### config.mk
export PLATFORM = sky130hd
export DESIGN_NAME = fid_timing
export DESIGN_NICKNAME = d
export VERILOG_FILES = /design/src/rtl/fid_pkg.sv /design/src/rtl/fid_raster_if.sv /design/src/rtl/fid_timing.sv /design/src/rtl/fid_raster.sv
export SDC_FILE = /design/constraint.sdc
export NUM_CORES = 1
export LEC_CHECK = 0
export BUFFER_PORTS_ARGS = -buffer_cell sky130_fd_sc_hd__buf_2
export CAP_MARGIN = 20
export CORE_ASPECT_RATIO = 1.4
export CORE_MARGIN = 3
export CORE_UTILIZATION = 40
export CTS_BUF_LIST = sky130_fd_sc_hd__clkbuf_4 sky130_fd_sc_hd__clkbuf_8 sky130_fd_sc_hd__clkbuf_16
export CTS_CLUSTER_SIZE = 12
export DETAILED_ROUTE_END_ITERATION = 10
export GPL_TIMING_DRIVEN = 0
export PLACE_DENSITY = 0.66
export SLEW_MARGIN = 20
export SYNTH_ARGS = -nofsm -noshare
export SYNTH_HDL_FRONTEND = slang
export SYNTH_SLANG_ARGS = --single-unit
### constraint.sdc
create_clock -name core_clk -period 19.07 [get_ports core_clk]
set_input_delay 3.814 -clock core_clk [delete_from_list [all_inputs] [get_ports core_clk]]
set_output_delay 3.814 -clock core_clk [all_outputs]
set_load 0.02 [all_outputs]
### src/rtl/fid_pkg.sv
package fid_pkg;

    localparam int ADDR_W = 8;
    localparam int DATA_W = 16;

    // register offsets
    localparam logic [7:0] REG_CTRL = 8'h00;
    localparam logic [7:0] REG_HTOT = 8'h01;
    localparam logic [7:0] REG_HACT = 8'h02;
    localparam logic [7:0] REG_VTOT = 8'h03;
    localparam logic [7:0] REG_VACT = 8'h04;
    localparam logic [7:0] REG_GLK_OFS = 8'h1b;
    localparam logic [7:0] REG_POL = 8'h56;
    localparam logic [7:0] REG_STATUS = 8'h60;

    // control register fields
    localparam int CTRL_GLK = 0;
    localparam int CTRL_ILACE = 1;
    localparam int CTRL_RATE = 2;
    localparam int CTRL_CADPULSE = 4;
    localparam int CTRL_STD_LSB = 8;
    localparam int CTRL_STD_W = 3;

    // polarity register fields
    localparam int POL_FIELD = 0;
    localparam int POL_CAD = 1;
    localparam int POL_ACT = 2;

    // values after reset
    localparam logic [15:0] CTRL_RST = 16'h0000;
    localparam logic [15:0] HTOT_RST = 16'h0010;
    localparam logic [15:0] HACT_RST = 16'h000c;
    localparam logic [15:0] VTOT_RST = 16'h000b;
    localparam logic [15:0] VACT_RST = 16'h0004;
    localparam logic [15:0] OFS_RST = 16'h0000;
    localparam logic [2:0] POL_RST = 3'h0;

    // cadence sequence
    localparam logic [3:0] CAD_LAST = 4'h9;
    localparam logic [3:0] CAD_MARK = 4'h5;

    // standard selection codes
    localparam logic [2:0] STD_CUSTOM = 3'h0;
    localparam logic [2:0] STD_1080I = 3'h1;
    localparam logic [2:0] STD_720P = 3'h2;
    localparam logic [2:0] STD_576I = 3'h3;

    typedef struct packed {
        logic [15:0] htot;
        logic [15:0] hact;
        logic [15:0] vtot;
        logic [15:0] vact;
        logic ilace;
        logic rate;
    } fid_fmt_type;

    localparam fid_fmt_type FMT_1080I = '{16'h0898, 16'h0780, 16'h0465, 16'h021c, 1'b1, 1'b1};
    localparam fid_fmt_type FMT_720P = '{16'h0672, 16'h0500, 16'h02ee, 16'h02d0, 1'b0, 1'b1};
    localparam fid_fmt_type FMT_576I = '{16'h0360, 16'h02d0, 16'h0271, 16'h0120, 1'b1, 1'b0};

endpackage : fid_pkg

### src/rtl/fid_raster_if.sv
interface fid_raster_if;
    logic [15:0] h_total;
    logic [15:0] h_active;
    logic [15:0] v_total;
    logic [15:0] v_active;
    logic interlaced;
    logic load;
    logic [15:0] load_line;
    logic field_start;
    logic field2;
    logic active;
    logic first_line;

    modport ctl (
        output h_total, h_active, v_total, v_active, interlaced, load, load_line,
        input field_start, field2, active, first_line
    );
    modport gen (
        input h_total, h_active, v_total, v_active, interlaced, load, load_line,
        output field_start, field2, active, first_line
    );
endinterface : fid_raster_if

### src/rtl/fid_timing.sv
// Summary of operation
// - field flag low in field 1 and progressive, high in field 2 by default.
// - field flag changes exactly at the start of vertical blanking.
// - raster shape comes from the selected standard or the custom registers.
// - genlock locks raster to reference field sync, shifted by offset register 1Bh.
// - polarity register 56h inverts each field and active output.
// - cadence output only for 29.97/30/59.94/60 Hz standards, low otherwise.
// - control bit 4 makes cadence a pulse from sequence start to second field.
// - in genlock the cadence sequence aligns to the cadence reference input.
// - active video flag high only in active region, low during blanking.
// - cadence held high for its marked part, locked to reference cadence.
//
// The implementer's own choices: the placing of the registers and strobed register access.
module fid_timing (
    input wire logic core_clk,
    input wire logic nrst,
    input wire logic [fid_pkg::ADDR_W-1:0] reg_addr,
    input wire logic [fid_pkg::DATA_W-1:0] reg_wdata,
    input wire logic reg_wr,
    input wire logic reg_rd,
    output logic [fid_pkg::DATA_W-1:0] reg_rdata,
    input wire logic reference_field_sync_input,
    input wire logic ref_cadence_in,
    output logic field_id_flag,
    output logic ten_field_cadence_id,
    output logic active_video_flag
);

    typedef struct packed {
        logic [15:0] ctrl;
        logic [15:0] htot;
        logic [15:0] hact;
        logic [15:0] vtot;
        logic [15:0] vact;
        logic [15:0] ofs;
        logic [2:0] pol;
        logic [15:0] rdata;
        logic fs_s1;
        logic fs_s2;
        logic fs_s3;
        logic cr_s1;
        logic cr_s2;
        logic cr_s3;
        logic [3:0] cnt;
        logic fld;
        logic cad;
        logic act;
        logic fld_out;
        logic cad_out;
        logic act_out;
    } fid_top_type;

    fid_top_type s_q;
    fid_top_type s_d;
    fid_pkg::fid_fmt_type fmt;
    logic glk;
    logic cad_mode;
    logic fs_rise;
    logic cr_rise;

    fid_raster_if rif ();

    fid_raster u_raster (
        .core_clk(core_clk),
        .nrst(nrst),
        .rif(rif)
    );

    // format selection: presets or custom registers
    always_comb begin
        case (s_q.ctrl[fid_pkg::CTRL_STD_LSB +: fid_pkg::CTRL_STD_W])
            fid_pkg::STD_1080I: begin
                fmt = fid_pkg::FMT_1080I;
            end
            fid_pkg::STD_720P: begin
                fmt = fid_pkg::FMT_720P;
            end
            fid_pkg::STD_576I: begin
                fmt = fid_pkg::FMT_576I;
            end
            default: begin
                fmt.htot = s_q.htot;
                fmt.hact = s_q.hact;
                fmt.vtot = s_q.vtot;
                fmt.vact = s_q.vact;
                fmt.ilace = s_q.ctrl[fid_pkg::CTRL_ILACE];
                fmt.rate = s_q.ctrl[fid_pkg::CTRL_RATE];
            end
        endcase
    end

    assign glk = s_q.ctrl[fid_pkg::CTRL_GLK];
    assign cad_mode = s_q.ctrl[fid_pkg::CTRL_CADPULSE];
    // edge detectors read only the second and third synchroniser stages
    assign fs_rise = s_q.fs_s2 & ~s_q.fs_s3;
    assign cr_rise = s_q.cr_s2 & ~s_q.cr_s3;

    assign rif.h_total = fmt.htot;
    assign rif.h_active = fmt.hact;
    assign rif.v_total = fmt.vtot;
    assign rif.v_active = fmt.vact;
    assign rif.interlaced = fmt.ilace;
    assign rif.load = glk & fs_rise;
    assign rif.load_line = s_q.ofs;

    always_comb begin
        s_d = s_q;
        s_d.fs_s1 = reference_field_sync_input;
        s_d.fs_s2 = s_q.fs_s1;
        s_d.fs_s3 = s_q.fs_s2;
        s_d.cr_s1 = ref_cadence_in;
        s_d.cr_s2 = s_q.cr_s1;
        s_d.cr_s3 = s_q.cr_s2;

        if (reg_wr) begin
            case (reg_addr)
                fid_pkg::REG_CTRL: begin
                    s_d.ctrl = reg_wdata;
                end
                fid_pkg::REG_HTOT: begin
                    s_d.htot = reg_wdata;
                end
                fid_pkg::REG_HACT: begin
                    s_d.hact = reg_wdata;
                end
                fid_pkg::REG_VTOT: begin
                    s_d.vtot = reg_wdata;
                end
                fid_pkg::REG_VACT: begin
                    s_d.vact = reg_wdata;
                end
                fid_pkg::REG_GLK_OFS: begin
                    s_d.ofs = reg_wdata;
                end
                fid_pkg::REG_POL: begin
                    s_d.pol = reg_wdata[2:0];
                end
                default: begin
                end
            endcase
        end

        s_d.rdata = '0;
        if (reg_rd) begin
            case (reg_addr)
                fid_pkg::REG_CTRL: begin
                    s_d.rdata = s_q.ctrl;
                end
                fid_pkg::REG_HTOT: begin
                    s_d.rdata = s_q.htot;
                end
                fid_pkg::REG_HACT: begin
                    s_d.rdata = s_q.hact;
                end
                fid_pkg::REG_VTOT: begin
                    s_d.rdata = s_q.vtot;
                end
                fid_pkg::REG_VACT: begin
                    s_d.rdata = s_q.vact;
                end
                fid_pkg::REG_GLK_OFS: begin
                    s_d.rdata = s_q.ofs;
                end
                fid_pkg::REG_POL: begin
                    s_d.rdata = {13'h0000, s_q.pol};
                end
                fid_pkg::REG_STATUS: begin
                    s_d.rdata = {10'h000, s_q.act, s_q.fld, s_q.cnt};
                end
                default: begin
                    s_d.rdata = '0;
                end
            endcase
        end

        // reference cadence wins so the next field opens the sequence
        if (glk && cr_rise) begin
            s_d.cnt = fid_pkg::CAD_LAST;
        end else if (rif.field_start) begin
            s_d.cnt = (s_q.cnt >= fid_pkg::CAD_LAST) ? 4'h0 : s_q.cnt + 4'h1;
        end

        s_d.fld = rif.field2;
        s_d.act = rif.active;
        if (!fmt.rate) begin
            s_d.cad = 1'b0;
        end else if (cad_mode) begin
            // pulse opens with the sequence, ends on the second field's first line
            s_d.cad = (s_d.cnt == 4'h0);
        end else begin
            s_d.cad = (s_d.cnt < fid_pkg::CAD_MARK);
        end

        s_d.fld_out = s_d.fld ^ s_d.pol[fid_pkg::POL_FIELD];
        s_d.cad_out = s_d.cad ^ s_d.pol[fid_pkg::POL_CAD];
        s_d.act_out = s_d.act ^ s_d.pol[fid_pkg::POL_ACT];
    end

    always_ff @(posedge core_clk or negedge nrst) begin
        if (!nrst) begin
            s_q <= '0;
            s_q.ctrl <= fid_pkg::CTRL_RST;
            s_q.htot <= fid_pkg::HTOT_RST;
            s_q.hact <= fid_pkg::HACT_RST;
            s_q.vtot <= fid_pkg::VTOT_RST;
            s_q.vact <= fid_pkg::VACT_RST;
            s_q.ofs <= fid_pkg::OFS_RST;
            s_q.pol <= fid_pkg::POL_RST;
        end else begin
            s_q <= s_d;
        end
    end

    assign reg_rdata = s_q.rdata;
    assign field_id_flag = s_q.fld_out;
    assign ten_field_cadence_id = s_q.cad_out;
    assign active_video_flag = s_q.act_out;

    field_prog_a: assert property (@(posedge core_clk) disable iff (!nrst)
        (!fmt.ilace && !rif.load) [*3] |-> !s_q.fld)
        else $error("field flag high in progressive format");
    field_follow_a: assert property (@(posedge core_clk) disable iff (!nrst)
        rif.field_start |=> s_q.fld == $past(rif.field2))
        else $error("field flag missed blanking edge");
    genlock_offset_a: assert property (@(posedge core_clk) disable iff (!nrst)
        glk && fs_rise |-> rif.load && (rif.load_line == s_q.ofs))
        else $error("genlock did not reload raster on reference");
    polarity_out_a: assert property (@(posedge core_clk) disable iff (!nrst)
        reg_wr && (reg_addr == fid_pkg::REG_POL) |=> active_video_flag == ($past(rif.active) ^ $past(reg_wdata[2])))
        else $error("active flag polarity not applied");
    cad_rate_a: assert property (@(posedge core_clk) disable iff (!nrst)
        !fmt.rate [*2] |-> !s_q.cad)
        else $error("cadence driven for unsupported rate");
    cad_pulse_a: assert property (@(posedge core_clk) disable iff (!nrst)
        $past(cad_mode && fmt.rate) |-> s_q.cad == (s_q.cnt == 4'h0))
        else $error("cadence pulse outside sequence start");
    cad_align_a: assert property (@(posedge core_clk) disable iff (!nrst)
        glk && cr_rise |=> s_q.cnt == fid_pkg::CAD_LAST)
        else $error("cadence counter not aligned to reference");
    cad_mark_a: assert property (@(posedge core_clk) disable iff (!nrst)
        $past(!cad_mode && fmt.rate) |-> s_q.cad == (s_q.cnt < fid_pkg::CAD_MARK))
        else $error("cadence mark has wrong extent");
    cad_wrap_a: assert property (@(posedge core_clk) disable iff (!nrst)
        rif.field_start && (s_q.cnt == fid_pkg::CAD_LAST) && !(glk && cr_rise) |=> s_q.cnt == 4'h0)
        else $error("field counter did not wrap after ten fields");
    read_zero_a: assert property (@(posedge core_clk) disable iff (!nrst)
        !reg_rd |=> reg_rdata == 16'h0000)
        else $error("read data outside read cycle");

    cad_wrap_c: cover property (@(posedge core_clk) disable iff (!nrst)
        rif.field_start && (s_q.cnt == fid_pkg::CAD_LAST));
    genlock_c: cover property (@(posedge core_clk) disable iff (!nrst) glk && fs_rise);
    field2_c: cover property (@(posedge core_clk) disable iff (!nrst) $rose(s_q.fld));
    cad_pulse_c: cover property (@(posedge core_clk) disable iff (!nrst) cad_mode && $rose(s_q.cad));

endmodule : fid_timing

### src/rtl/fid_raster.sv
module fid_raster (
    input wire logic core_clk,
    input wire logic nrst,
    fid_raster_if.gen rif
);

    typedef struct packed {
        logic [15:0] px;
        logic [15:0] ln;
        logic fs;
        logic f2;
        logic act;
        logic fl;
    } fid_rst_type;

    fid_rst_type s_q;
    fid_rst_type s_d;

    always_comb begin
        logic [15:0] f1;
        logic [15:0] lf;
        logic [15:0] fl_n;
        f1 = '0;
        lf = '0;
        fl_n = '0;
        s_d = s_q;
        if (rif.load) begin
            s_d.px = '0;
            s_d.ln = (rif.load_line < rif.v_total) ? rif.load_line : 16'h0000;
        end else if (s_q.px >= rif.h_total - 16'h0001) begin
            s_d.px = '0;
            s_d.ln = (s_q.ln >= rif.v_total - 16'h0001) ? 16'h0000 : s_q.ln + 16'h0001;
        end else begin
            s_d.px = s_q.px + 16'h0001;
        end
        f1 = rif.interlaced ? 16'((17'(rif.v_total) + 17'h00001) >> 1) : rif.v_total;
        s_d.f2 = rif.interlaced && (s_d.ln >= f1);
        lf = s_d.f2 ? s_d.ln - f1 : s_d.ln;
        fl_n = s_d.f2 ? rif.v_total - f1 : f1;
        // field start is the leading edge of vertical blanking
        s_d.fs = (s_d.px == 16'h0000) && (lf == 16'h0000);
        s_d.fl = (lf == 16'h0000);
        s_d.act = (s_d.px < rif.h_active) && ((17'(lf) + 17'(rif.v_active)) >= 17'(fl_n));
    end

    always_ff @(posedge core_clk or negedge nrst) begin
        if (!nrst) begin
            s_q <= '0;
        end else begin
            s_q <= s_d;
        end
    end

    assign rif.field_start = s_q.fs;
    assign rif.field2 = s_q.f2;
    assign rif.active = s_q.act;
    assign rif.first_line = s_q.fl;

    line_wrap_a: assert property (@(posedge core_clk) disable iff (!nrst)
        (s_q.px == rif.h_total - 16'h0001) && !rif.load && $stable(rif.h_total) |=> s_q.px == 16'h0000)
        else $error("pixel count did not wrap at line length");
    field_edge_a: assert property (@(posedge core_clk) disable iff (!nrst)
        $changed(s_q.f2) && !$past(rif.load) && ($past(rif.interlaced) == $past(rif.interlaced, 2))
        && ($past(rif.v_total) == $past(rif.v_total, 2))
        |-> s_q.fs)
        else $error("field flag changed away from blanking start");
    genlock_load_a: assert property (@(posedge core_clk) disable iff (!nrst)
        rif.load && (rif.load_line < rif.v_total) |=> (s_q.ln == $past(rif.load_line)) && (s_q.px == 16'h0000))
        else $error("genlock load did not place raster at offset");
    active_blank_a: assert property (@(posedge core_clk) disable iff (!nrst)
        s_q.act && $stable(rif.h_active) |-> s_q.px < rif.h_active)
        else $error("active video outside active pixels");

endmodule : fid_raster

==> out/metrics.cfg, run 1 <==
[outcome]
status=complete, no violations

[critical_path]
path_class=register to register
startpoint_type=register
r2r_end=u_raster.rif.active
slowest_delay_ns=0.78
crit_arrival_ns=14.71
worstSetupEndpoint=u_raster.rif.active
crit_fanout=10
rrSetupSlack_ns=4.62
critPathRequiredTime_ns=19.33
critPathMostFrequentCell=ha_1
cp_slowest_cell=a2111oi_0
cp-end-kind=register
reg2reg_depth=51
startpoint=s_q[124]
reg2reg_from=s_q[124]

[min_path]
min-delay-path-class=register to register
min_from=s_d[14]

[pwr]
p_comb_share_pct=39.5
finalPower_w=0.00130
cellLeakagePower_nw=6.90
p_per_area_mw_per_mm2=87.0
p_seq_share_pct=31.6
max-vdd-ir-drop_uv=90.6
p_sw_share_pct=39.0
p_sw_w=0.000508
intPower_w=0.000795
p_clk_share_pct=28.8

[timing]
whs_ns=0.354
drv_slew=0
skew_ns=0.00959
clock.fmax_ghz=0.0692
setup_tns_ns=0
finalCritPeriodShare_pct=75.8
final-setup-viol-count=0
max_slew_margin_pct=28.8
setup_ws_ns=4.62
finalHoldViolCount=0
rsz0062_at_grt=false
tightest_slew_ns=1.06
period_minus_slack_ns=14.45

[synth]
ys_top_cells_by_count=158 x dfrtp_1, 124 x ha_1, 123 x nor2_1
synth-main-ff-cell=dfrtp_1
yosysTopAreaCell=dfrtp_1
synth_compound_area_share_pct=20.0
async_flop_share_pct=100
synthSimpleGateAreaFrac_pct=16.5
yosysMostFrequentCell=dfrtp_1
synth_mux_area_share_pct=9.82
synth_cell_type_count=91
ys_top_cells_by_area=dfrtp_1 29%, ha_1 11%, mux2_2 8.5%, xnor2_1 4.5%, nor2_1 3.4%
synth-edff-count=0
synth_area_mm2=0.0135
ys_ff_latch=165
syn_inst=1499
synthAdderAreaFrac_pct=11.9
synth_top_family_by_area=compound AO/OA/AOI/OAI gates
synth-seq-area-share_pct=30.6
yosys_warnings=0
synth_xor_area_share_pct=6.49
syn_area_per_cell_um2=9.01
yosysTopAreaCellShare_pct=29.3
synth_fp_nets=1656

[layout]
num-fill-cells=3217
utilization_pct=45.0
multi_input_area_mm2=0.00877
register_area_mm2=0.00414
drive_gt1_share_pct=15.9
area_growth_pct=10.9
nNetsFinal=1723
diodes=0

[clock_tree]
cts_root_buf=clkbuf_16
ctsHtreeMaxLevel=4
cts_max_path_buffers=2
cts_tree=yes
cts_setup_buffers=0
cts.sinks=165
clkLatencyLatePin_ns=0.45
cts-hold-fix-buffers=0
cts_resized=0
cts-buffers-inserted=17
clk_pin_slew_ns=0.08

[place]
io_buffers=45
dpl_worst_slack_ns=5.09
hpwl_mm=37.1
globalplace.congestion=0.971

[routing]
wl_met2_mm=23.6
wire_per_inst_um=23.0
num_vias=12400
ant_nets=0
detail_route.first_pass.iterations=9
top_layer=met4
drcViolationCount=0
drt_iter0_drc=1126
met1_length_mm=17.5
wl_met3_mm=2.13
viasPerCell=6.11
wirelength_mm=46.5

[global_routing]
grt_pass1_vias=12300
overflow=0
grt_max_degree=99
track_usage_pct=25.6
grt_pass1_wl_mm=70.8
antenna_found_initial=0

[floorplanning]
pin_count=49
die_h_um=223
design.core.area_mm2=0.0333
fp-row-count=79
start_util_pct=40.5
die_area_mm2=0.0360
die_w_um=161

[job]
max-cap-violations=0

[registers in the layout, summed over array words and instances, names as in the netlist]
| register | cells |
|---|---|
| ten_field_cadence_id | 1 |
| u_raster.rif.active | 1 |
| field_id_flag | 1 |
| u_raster.rif.field_start | 1 |
| active_video_flag | 1 |
| rif.load_line | 16 |
| u_raster.s_q | 32 |
| s_q | 89 |
| s_d | 4 |
| cad_mode | 1 |
| u_raster.rif.field2 | 1 |
| glk | 1 |
| reg_rdata | 16 |
[worst min-delay path by stage]
stage,end,slack [ns],cells past startpoint
floorplan,s_d[10],0.33,0
global route,s_d[13],0.36,0
finish,s_d[13],0.35,0
global placement,s_d[10],0.34,0
CTS,s_d[10],0.36,0
detailed placement,s_d[13],0.34,0
[cells by family (layout without fill, tap and decap cells)]
logic type,after synthesis,in the layout
AND/OR/NAND/NOR,457,457
AO/OA/AOI/OAI,398,398
flip-flops,165,165
buffers and inverters,136,216
adder cells (fa/ha/maj),127,127
multiplexers,116,116
XOR/XNOR,100,100
[area by class of cell]
class / count / area share (%)
sequential: 165 / 27.6
clock buffer: 18 / 2.89
timing repair buffer: 48 / 1.82
inverter: 53 / 1.33
clock inverter: 14 / 1.27
buffer: 83 / 2.78
multi-input combinational: 1198 / 58.6
tap: 445 / 3.72
[through the flow]
stage                     cells  cell area (um2)
after detailed placement   1992            14300
after CTS                  2024            15000
after floorplan            1499            13500
after global routing       2024            15000
after global placement     1989            14300
final                      2024            15000
[worst max-delay path: cells and delay by family, from the launching register on]
| kind | cells | cell delay (ns) |
|---|---|---|
| buffers and inverters | 11 | 4.52 |
| and+or+nand+nor | 10 | 1.71 |
| AOI/OAI and AO/OA | 24 | 5.88 |
| xor gates and xnor gates | 1 | 0.15 |
| adders and majority gates | 5 | 1.63 |
| DFF | 1 | 0.37 |
[per-layer routing]
layer / vias up / global-route usage, %
met5: - / 0
met4: 0 / 15.5
met3: 149 / 3.19
met2: 476 / 46.3
met1: 6040 / 28.5
li1: 5696 / -
[cells in the final DEF (no fill, tap or decap), types with 31 or more instances in the layout]
| cell type | Yosys | final |
|---|---|---|
| inv_1 | 49 | 49 |
| a21oi_1 | 91 | 91 |
| xnor2_1 | 69 | 69 |
| nor3_1 | 34 | 34 |
| buf_2 | 12 | 58 |
| nand2_1 | 119 | 119 |
| xor2_1 | 31 | 31 |
| clkbuf_1 | 46 | 46 |
| nand3_1 | 42 | 42 |
| mux2_2 | 102 | 102 |
| nor2_1 | 123 | 123 |
| o21ai_0 | 78 | 78 |
| dfrtp_1 | 158 | 158 |
| ha_1 | 124 | 124 |
[power groups by stage]
| stage | Clock [W] | Combinational [W] | Sequential [W] |
|---|---|---|---|
| after detailed placement | 0 | 0.000507 | 0.000417 |
| after global routing | 0.000394 | 0.000567 | 0.000415 |
| final | 0.000376 | 0.000515 | 0.000412 |
| after floorplan | 0 | 0.000360 | 0.000406 |
| after global placement | 0 | 0.000498 | 0.000416 |
| after CTS | 0.000379 | 0.000511 | 0.000411 |
Power figures use the tool's default switching activity.
==> run 2, diff against run 1 <==
clock period = 14 ns   (was 19.07 ns; I/O delays follow)
==> run 2 against run 1 <==
Compared with the run above:
- clock skew grew 0.0014 ns
- fmax is 7.6% higher
- first-iteration DRC count grew 6.0%
- setup slack lost 4.1 ns
- sequential cell count is the same
- largest power group unchanged
- cell count about the same
- clock-buffer cell count unchanged
==> out/metrics.cfg, run 2 (synthesis results as in run 1) <==
[clock_tree]
cts.sinks=165  ; unchanged
cts_tree=yes
cts_setup_buffers=0  ; unchanged
cts-hold-fix-buffers=0  ; unchanged
ctsHtreeMaxLevel=4  ; unchanged
cts-buffers-inserted=17  ; unchanged
cts_max_path_buffers=2  ; unchanged
cts_root_buf=clkbuf_16
clk_pin_slew_ns=0.08  ; about the same
clkLatencyLatePin_ns=0.45  ; about the same

[timing]
finalCritPeriodShare_pct=96.0  ; +20 points
finalHoldViolCount=0  ; unchanged
rsz0062_at_grt=false
period_minus_slack_ns=13.43  ; -1.01 ns
setup_tns_ns=0  ; unchanged
max_slew_margin_pct=27.2  ; -1.6 points
final-setup-viol-count=0  ; unchanged
drv_slew=0  ; unchanged
whs_ns=0.353  ; -0.0000870 ns
tightest_slew_ns=1.08  ; +0.0237 ns
clock.fmax_ghz=0.0744  ; +7.6%
skew_ns=0.0109  ; +0.00135 ns

[floorplanning]
die_w_um=161  ; unchanged
start_util_pct=40.5  ; unchanged
die_area_mm2=0.0360  ; unchanged
pin_count=49  ; unchanged
die_h_um=223  ; unchanged
design.core.area_mm2=0.0333  ; unchanged
fp-row-count=79  ; unchanged

[min_path]
min-delay-path-class=register to register
hold_path_end=s_d[13]
hold_path_depth=0  ; unchanged
min_from=s_d[14]

[layout]
area_growth_pct=10.9  ; unchanged
diodes=0  ; unchanged
top_register=s_q
final_common_cell=dfrtp_1
nNetsFinal=1722  ; -0.058%
num-fill-cells=3223  ; +0.19%
top_regs=s_q (89), u_raster.s_q (32)
fin_cells=2023  ; -0.049%
final_cell_mix=158 x dfrtp_1, 124 x ha_1, 123 x nor2_1
drive_gt1_share_pct=16.0  ; +0.14 points
largest_register_ffs=89  ; unchanged

[place]
io_buffers=45  ; unchanged
placed_cells=1992  ; unchanged
globalplace.congestion=0.971  ; unchanged
hpwl_mm=37.1  ; unchanged

[critical_path]
critPathRequiredTime_ns=14.26  ; -5.07 ns
slowest_delay_ns=0.60  ; -0.18 ns
crit_arrival_ns=13.69  ; -1.02 ns
worst-path-buf-inv=10  ; -1
path_class=register to register
cp-end-kind=register
rrSetupSlack_ns=0.57  ; -4.06 ns
reg2reg_depth=49  ; -3.9%
cp_slowest_cell=a2111oi_1
reg2reg_from=s_q[125]
critPathMostFrequentCell=ha_1
startpoint_type=register
r2r_end=u_raster.rif.active
crit_fanout=19  ; +9
critPathTopFamily=compound AO/OA/AOI/OAI gates

[global_routing]
track_usage_pct=25.6  ; unchanged
grt_pass1_wl_mm=70.8  ; unchanged
grt_max_degree=99  ; unchanged
antenna_found_initial=0  ; unchanged
grt_pass1_vias=12300  ; unchanged
overflow=0  ; unchanged

[pwr]
max-vdd-ir-drop_uv=126  ; +39%
cellLeakagePower_nw=6.91  ; about the same
p_per_area_mw_per_mm2=119  ; +36%
finalPower_w=0.00178  ; +36%

[routing]
wire_per_inst_um=23.0  ; +0.20%
detail_route.first_pass.iterations=9  ; unchanged
wirelength_mm=46.5  ; +0.15%
drcViolationCount=0  ; unchanged
drt_iter0_drc=1194  ; +6.0%
num_vias=12300  ; -0.16%
viasPerCell=6.10  ; -0.11%
ant_nets=0  ; unchanged

[job]
max-cap-violations=0  ; unchanged

[outcome]
status=complete, no violations

run 2: cell count changes in the layout (fill, tap and decap cells not counted), sizes merged:
cell,change
buf,-1
run 2: final cells by class:
cell class              count  area [um2]  area share [%]
multi-input cells        1198        8770            58.6
flip-flops and latches    165        4140            27.6
plain buffers              82         415            2.77
well taps                 445         557            3.72
repair buffers             48         273            1.82
clock buffers              18         433            2.89
inverters                  53         199            1.33
clock inverters            14         190            1.27
run 2: worst register-to-register path, delay by kind of cell, from the launching register on:
kind                       cells  cell delay (ns)
AOI/OAI and AO/OA             24             5.81
xor gates and xnor gates       1             0.15
adders and majority gates      5             1.55
buffers and inverters         10             3.26
DFF                            1             0.41
and+or+nand+nor                9             2.07
run 2: stage by stage:
step / setup slack [ns] / utilization [%] / cell area (um2)
global route: 0.0363 / 45.0 / 15000
CTS: 0.196 / 44.9 / 15000
global placement: 0.128 / 42.9 / 14300
detailed placement: 0.0153 / 43.1 / 14300
finish: 0.565 / 45.0 / 15000
floorplan: 3.82 / - / 13500
run 2: how the worst max path moves through the flow:
| stage | start | to | cells past startpoint |
|---|---|---|---|
| after global routing | s_q[125] | u_raster.rif.active | 49 |
| after floorplan | s_q[125] | u_raster.rif.active | 49 |
| after CTS | s_q[124] | u_raster.rif.active | 51 |
| after global placement | s_q[124] | u_raster.rif.active | 51 |
| after detailed placement | s_q[124] | u_raster.rif.active | 51 |
| final | s_q[125] | u_raster.rif.active | 49 |
run 2: layer usage:
metal / share of wire (%) / global-route usage [%] / up-vias
li1: - / - / 5691
met2: 51 / 46.3 / 446
met1: 38 / 28.5 / 6048
met5: 0 / 0 / -
met3: 4.2 / 3.19 / 156
met4: 6.8 / 15.5 / 0
run 2: power breakdown:
part / internal (W) / switching [W]
Clock: 0.000288 / 0.000223
Sequential: 0.000513 / 0.0000483
Combinational: 0.000281 / 0.000422
run 2: repair_timing:
action	4_1_cts	5_1_grt
setup endpoints to repair	1	1
cloned	0	0
gates resized for setup	1	4
==> run 3, diff against run 2 <==
ABC_AREA = 1   (was not set)
CTS_BUF_LIST = not set   (was sky130_fd_sc_hd__clkbuf_4 sky130_fd_sc_hd__clkbuf_8 sky130_fd_sc_hd__clkbuf_16)
==> run 3 against run 2 <==
Compared with the run above:
- non-clock buffer count fell by 16
- design area is 0.12% higher
- fmax up 22%
- largest power group unchanged
- largest cell class unchanged
- clock-buffer cell count did not move
- cell count up 20%
- synthesized area rose by 0.16%
- via count is 8.7% higher
- power increased by 0.50%
==> out/metrics.cfg, run 3 <==
[layout]
nNetsFinal=2121  ; +23%
final_common_cell=nand2_1
diodes=0  ; unchanged
top_regs=s_q (89), u_raster.s_q (32)
area_growth_pct=10.9  ; about the same
top_register=s_q
fin_cells=2422  ; +20%
drive_gt1_share_pct=10.1  ; -6.0 points
num-fill-cells=3422  ; +6.2%
largest_register_ffs=89  ; unchanged
final_cell_mix=520 x nand2_1, 194 x inv_1, 163 x o21ai_0

[outcome]
status=complete, no violations

[synth]
synth_area_mm2=0.0135  ; +0.16%
synth_fp_nets=2053  ; +24%
async_flop_share_pct=100  ; unchanged
ys_top_cells_by_count=520 x nand2_1, 194 x inv_1, 163 x o21ai_0
ys_ff_latch=165  ; unchanged
synth-edff-count=0  ; unchanged
syn_area_per_cell_um2=7.13  ; -21%
synth-seq-area-share_pct=30.6  ; -0.048 points
yosysTopAreaCell=dfrtp_1
yosysMostFrequentCell=nand2_1
yosys_warnings=0  ; unchanged
syn_inst=1896  ; +26%
synth_cell_type_count=59  ; -35%
synth-main-ff-cell=dfrtp_1
ys_top_cells_by_area=dfrtp_1 29%, nand2_1 14%, ha_1 11%, o21ai_0 6.0%, inv_1 5.4%
yosysTopAreaCellShare_pct=29.2  ; -0.046 points

[global_routing]
antenna_found_initial=0  ; unchanged
grt_pass1_wl_mm=72.1  ; +1.8%
grt_max_degree=101  ; +2.0%
grt_pass1_vias=12900  ; +5.4%
overflow=0  ; unchanged
track_usage_pct=26.1  ; +0.51 points

[routing]
viasPerCell=5.54  ; -9.2%
num_vias=13400  ; +8.7%
drcViolationCount=0  ; unchanged
ant_nets=0  ; unchanged
wire_per_inst_um=19.7  ; -14%
detail_route.first_pass.iterations=6  ; -3
drt_iter0_drc=1072  ; -10%
wirelength_mm=47.6  ; +2.4%

[clock_tree]
cts_tree=yes
cts_resized=0  ; -1
clkLatencyLatePin_ns=0.45  ; about the same
cts-buffers-inserted=17  ; unchanged
cts-hold-fix-buffers=0  ; unchanged
clk_pin_slew_ns=0.07  ; about the same
cts_root_buf=clkbuf_16
cts_max_path_buffers=2  ; unchanged
cts.sinks=165  ; unchanged
cts_setup_buffers=0  ; unchanged
ctsHtreeMaxLevel=4  ; unchanged

[timing]
final-setup-viol-count=0  ; unchanged
setup_tns_ns=0  ; unchanged
drv_slew=0  ; unchanged
setup_ws_ns=2.97  ; +2.41 ns
skew_ns=0.0113  ; +0.000337 ns
max_slew_margin_pct=22.0  ; -5.2 points
finalCritPeriodShare_pct=78.8  ; -17 points
rsz0062_at_grt=false
tightest_slew_ns=1.16  ; +0.0750 ns
finalHoldViolCount=0  ; unchanged
clock.fmax_ghz=0.0907  ; +22%
whs_ns=0.356  ; +0.00275 ns
period_minus_slack_ns=11.03  ; -2.41 ns

[place]
hpwl_mm=39.0  ; +5.1%
globalplace.congestion=0.988  ; +1.7%
io_buffers=48  ; +6.7%
placed_cells=2390  ; +20%
dpl_worst_slack_ns=3.19  ; +3.17 ns

[floorplanning]
start_util_pct=40.6  ; +0.064 points
die_w_um=161  ; about the same
pin_count=49  ; unchanged
die_h_um=224  ; about the same
die_area_mm2=0.0361  ; +0.15%
fp-row-count=79  ; unchanged
design.core.area_mm2=0.0333  ; unchanged

[critical_path]
path_class=register to register
critPathMostFrequentCell=nand2_1
worst-path-buf-inv=10  ; unchanged
crit_fanout=10  ; -9
crit_arrival_ns=11.33  ; -2.36 ns
critPathRequiredTime_ns=14.30  ; +0.04 ns
slowest_delay_ns=0.91  ; +0.31 ns
cp-end-kind=register
startpoint_type=register
critPathTopFamily=compound AO/OA/AOI/OAI gates
cp_slowest_cell=o21ai_0

[pwr]
p_per_area_mw_per_mm2=119  ; +0.38%
finalPower_w=0.00179  ; +0.50%
max-vdd-ir-drop_uv=110  ; -13%
cellLeakagePower_nw=7.68  ; +11%

[min_path]
min-delay-path-class=register to register

[job]
max-cap-violations=0  ; unchanged

## run 3: changes by cell type in the layout (fill, tap and decap cells not counted), sizes merged, moves of 20 or more
cell   before  now
a21o       29    5
a22oi      21    1
inv        57  218
mux2      102    0
nand2     119  539
nand3      43  115
nand4      18   45
o21ai      82  174
xnor2      69   11
xor2       31   66
## run 3: metal layers
| metal | global-route usage (%) | wire [um] | up-vias | part of all wire (%) |
|---|---|---|---|---|
| li1 | - | - | 6453 | - |
| met1 | 28.6 | 17600 | 6304 | 37 |
| met2 | 46.0 | 23700 | 504 | 50 |
| met3 | 3.27 | 2300 | 150 | 4.8 |
| met4 | 19.7 | 4090 | 0 | 8.6 |
| met5 | 0 | 0 | - | 0 |
## run 3: final cells by class
type | count | area (um2) | share of cell area, %
plain buffers | 65 | 338 | 2.25
clock buffers | 18 | 439 | 2.93
clock inverters | 14 | 188 | 1.25
inverters | 212 | 796 | 5.31
multi-input cells | 1454 | 8260 | 55.1
flip-flops and latches | 165 | 4140 | 27.6
well taps | 445 | 557 | 3.71
repair buffers | 49 | 278 | 1.85
## run 3: path summary, 6_finish.rpt
check / end / from / depth (start not counted) / slack, ns
min: s_d[13] / s_d[14] / 0 / 0.36
max reg2reg: u_raster.rif.active / s_q[123] / 58 / 2.97
min reg2reg: s_d[13] / s_d[14] / 0 / 0.36
max: u_raster.rif.active / s_q[123] / 58 / 2.97
max in group asynchronous: s_q[68] / nrst / 2 / 10.80
min in group asynchronous: u_raster.s_q[26] / nrst / 1 / 2.29
## run 3: cell families after synthesis
family / synth area share, %
DFF: 30.6
xor gates and xnor gates: 4.99
adders and majority gates: 11.9
buffers and inverters: 8.38
and+or+nand+nor: 28.7
AOI/OAI and AO/OA: 15.5
## run 3: metrics by stage
step / util (%) / area [um2]
after floorplan: - / 13500
after global placement: 43.0 / 14300
after detailed placement: 43.1 / 14400
after CTS: 45.0 / 15000
after global routing: 45.0 / 15000
final: 45.0 / 15000
## run 3: power by group
part	leakage, nW	total (W)	switching, W	internal (W)
combinational	5.14	0.000721	0.000477	0.000244
clock	0.314	0.000508	0.000217	0.000292
sequential	2.22	0.000556	0.0000424	0.000513
## run 3: worst reg2reg max path: cells and delay by family (launching register included)
kind,cells,cell delay (ns)
AO/OA/AOI/OAI,13,3.39
AND/OR/NAND/NOR,27,3.20
adder cells (fa/ha/maj),6,1.75
buffers and inverters,10,1.54
flip-flops,1,0.50
XOR/XNOR,2,0.48
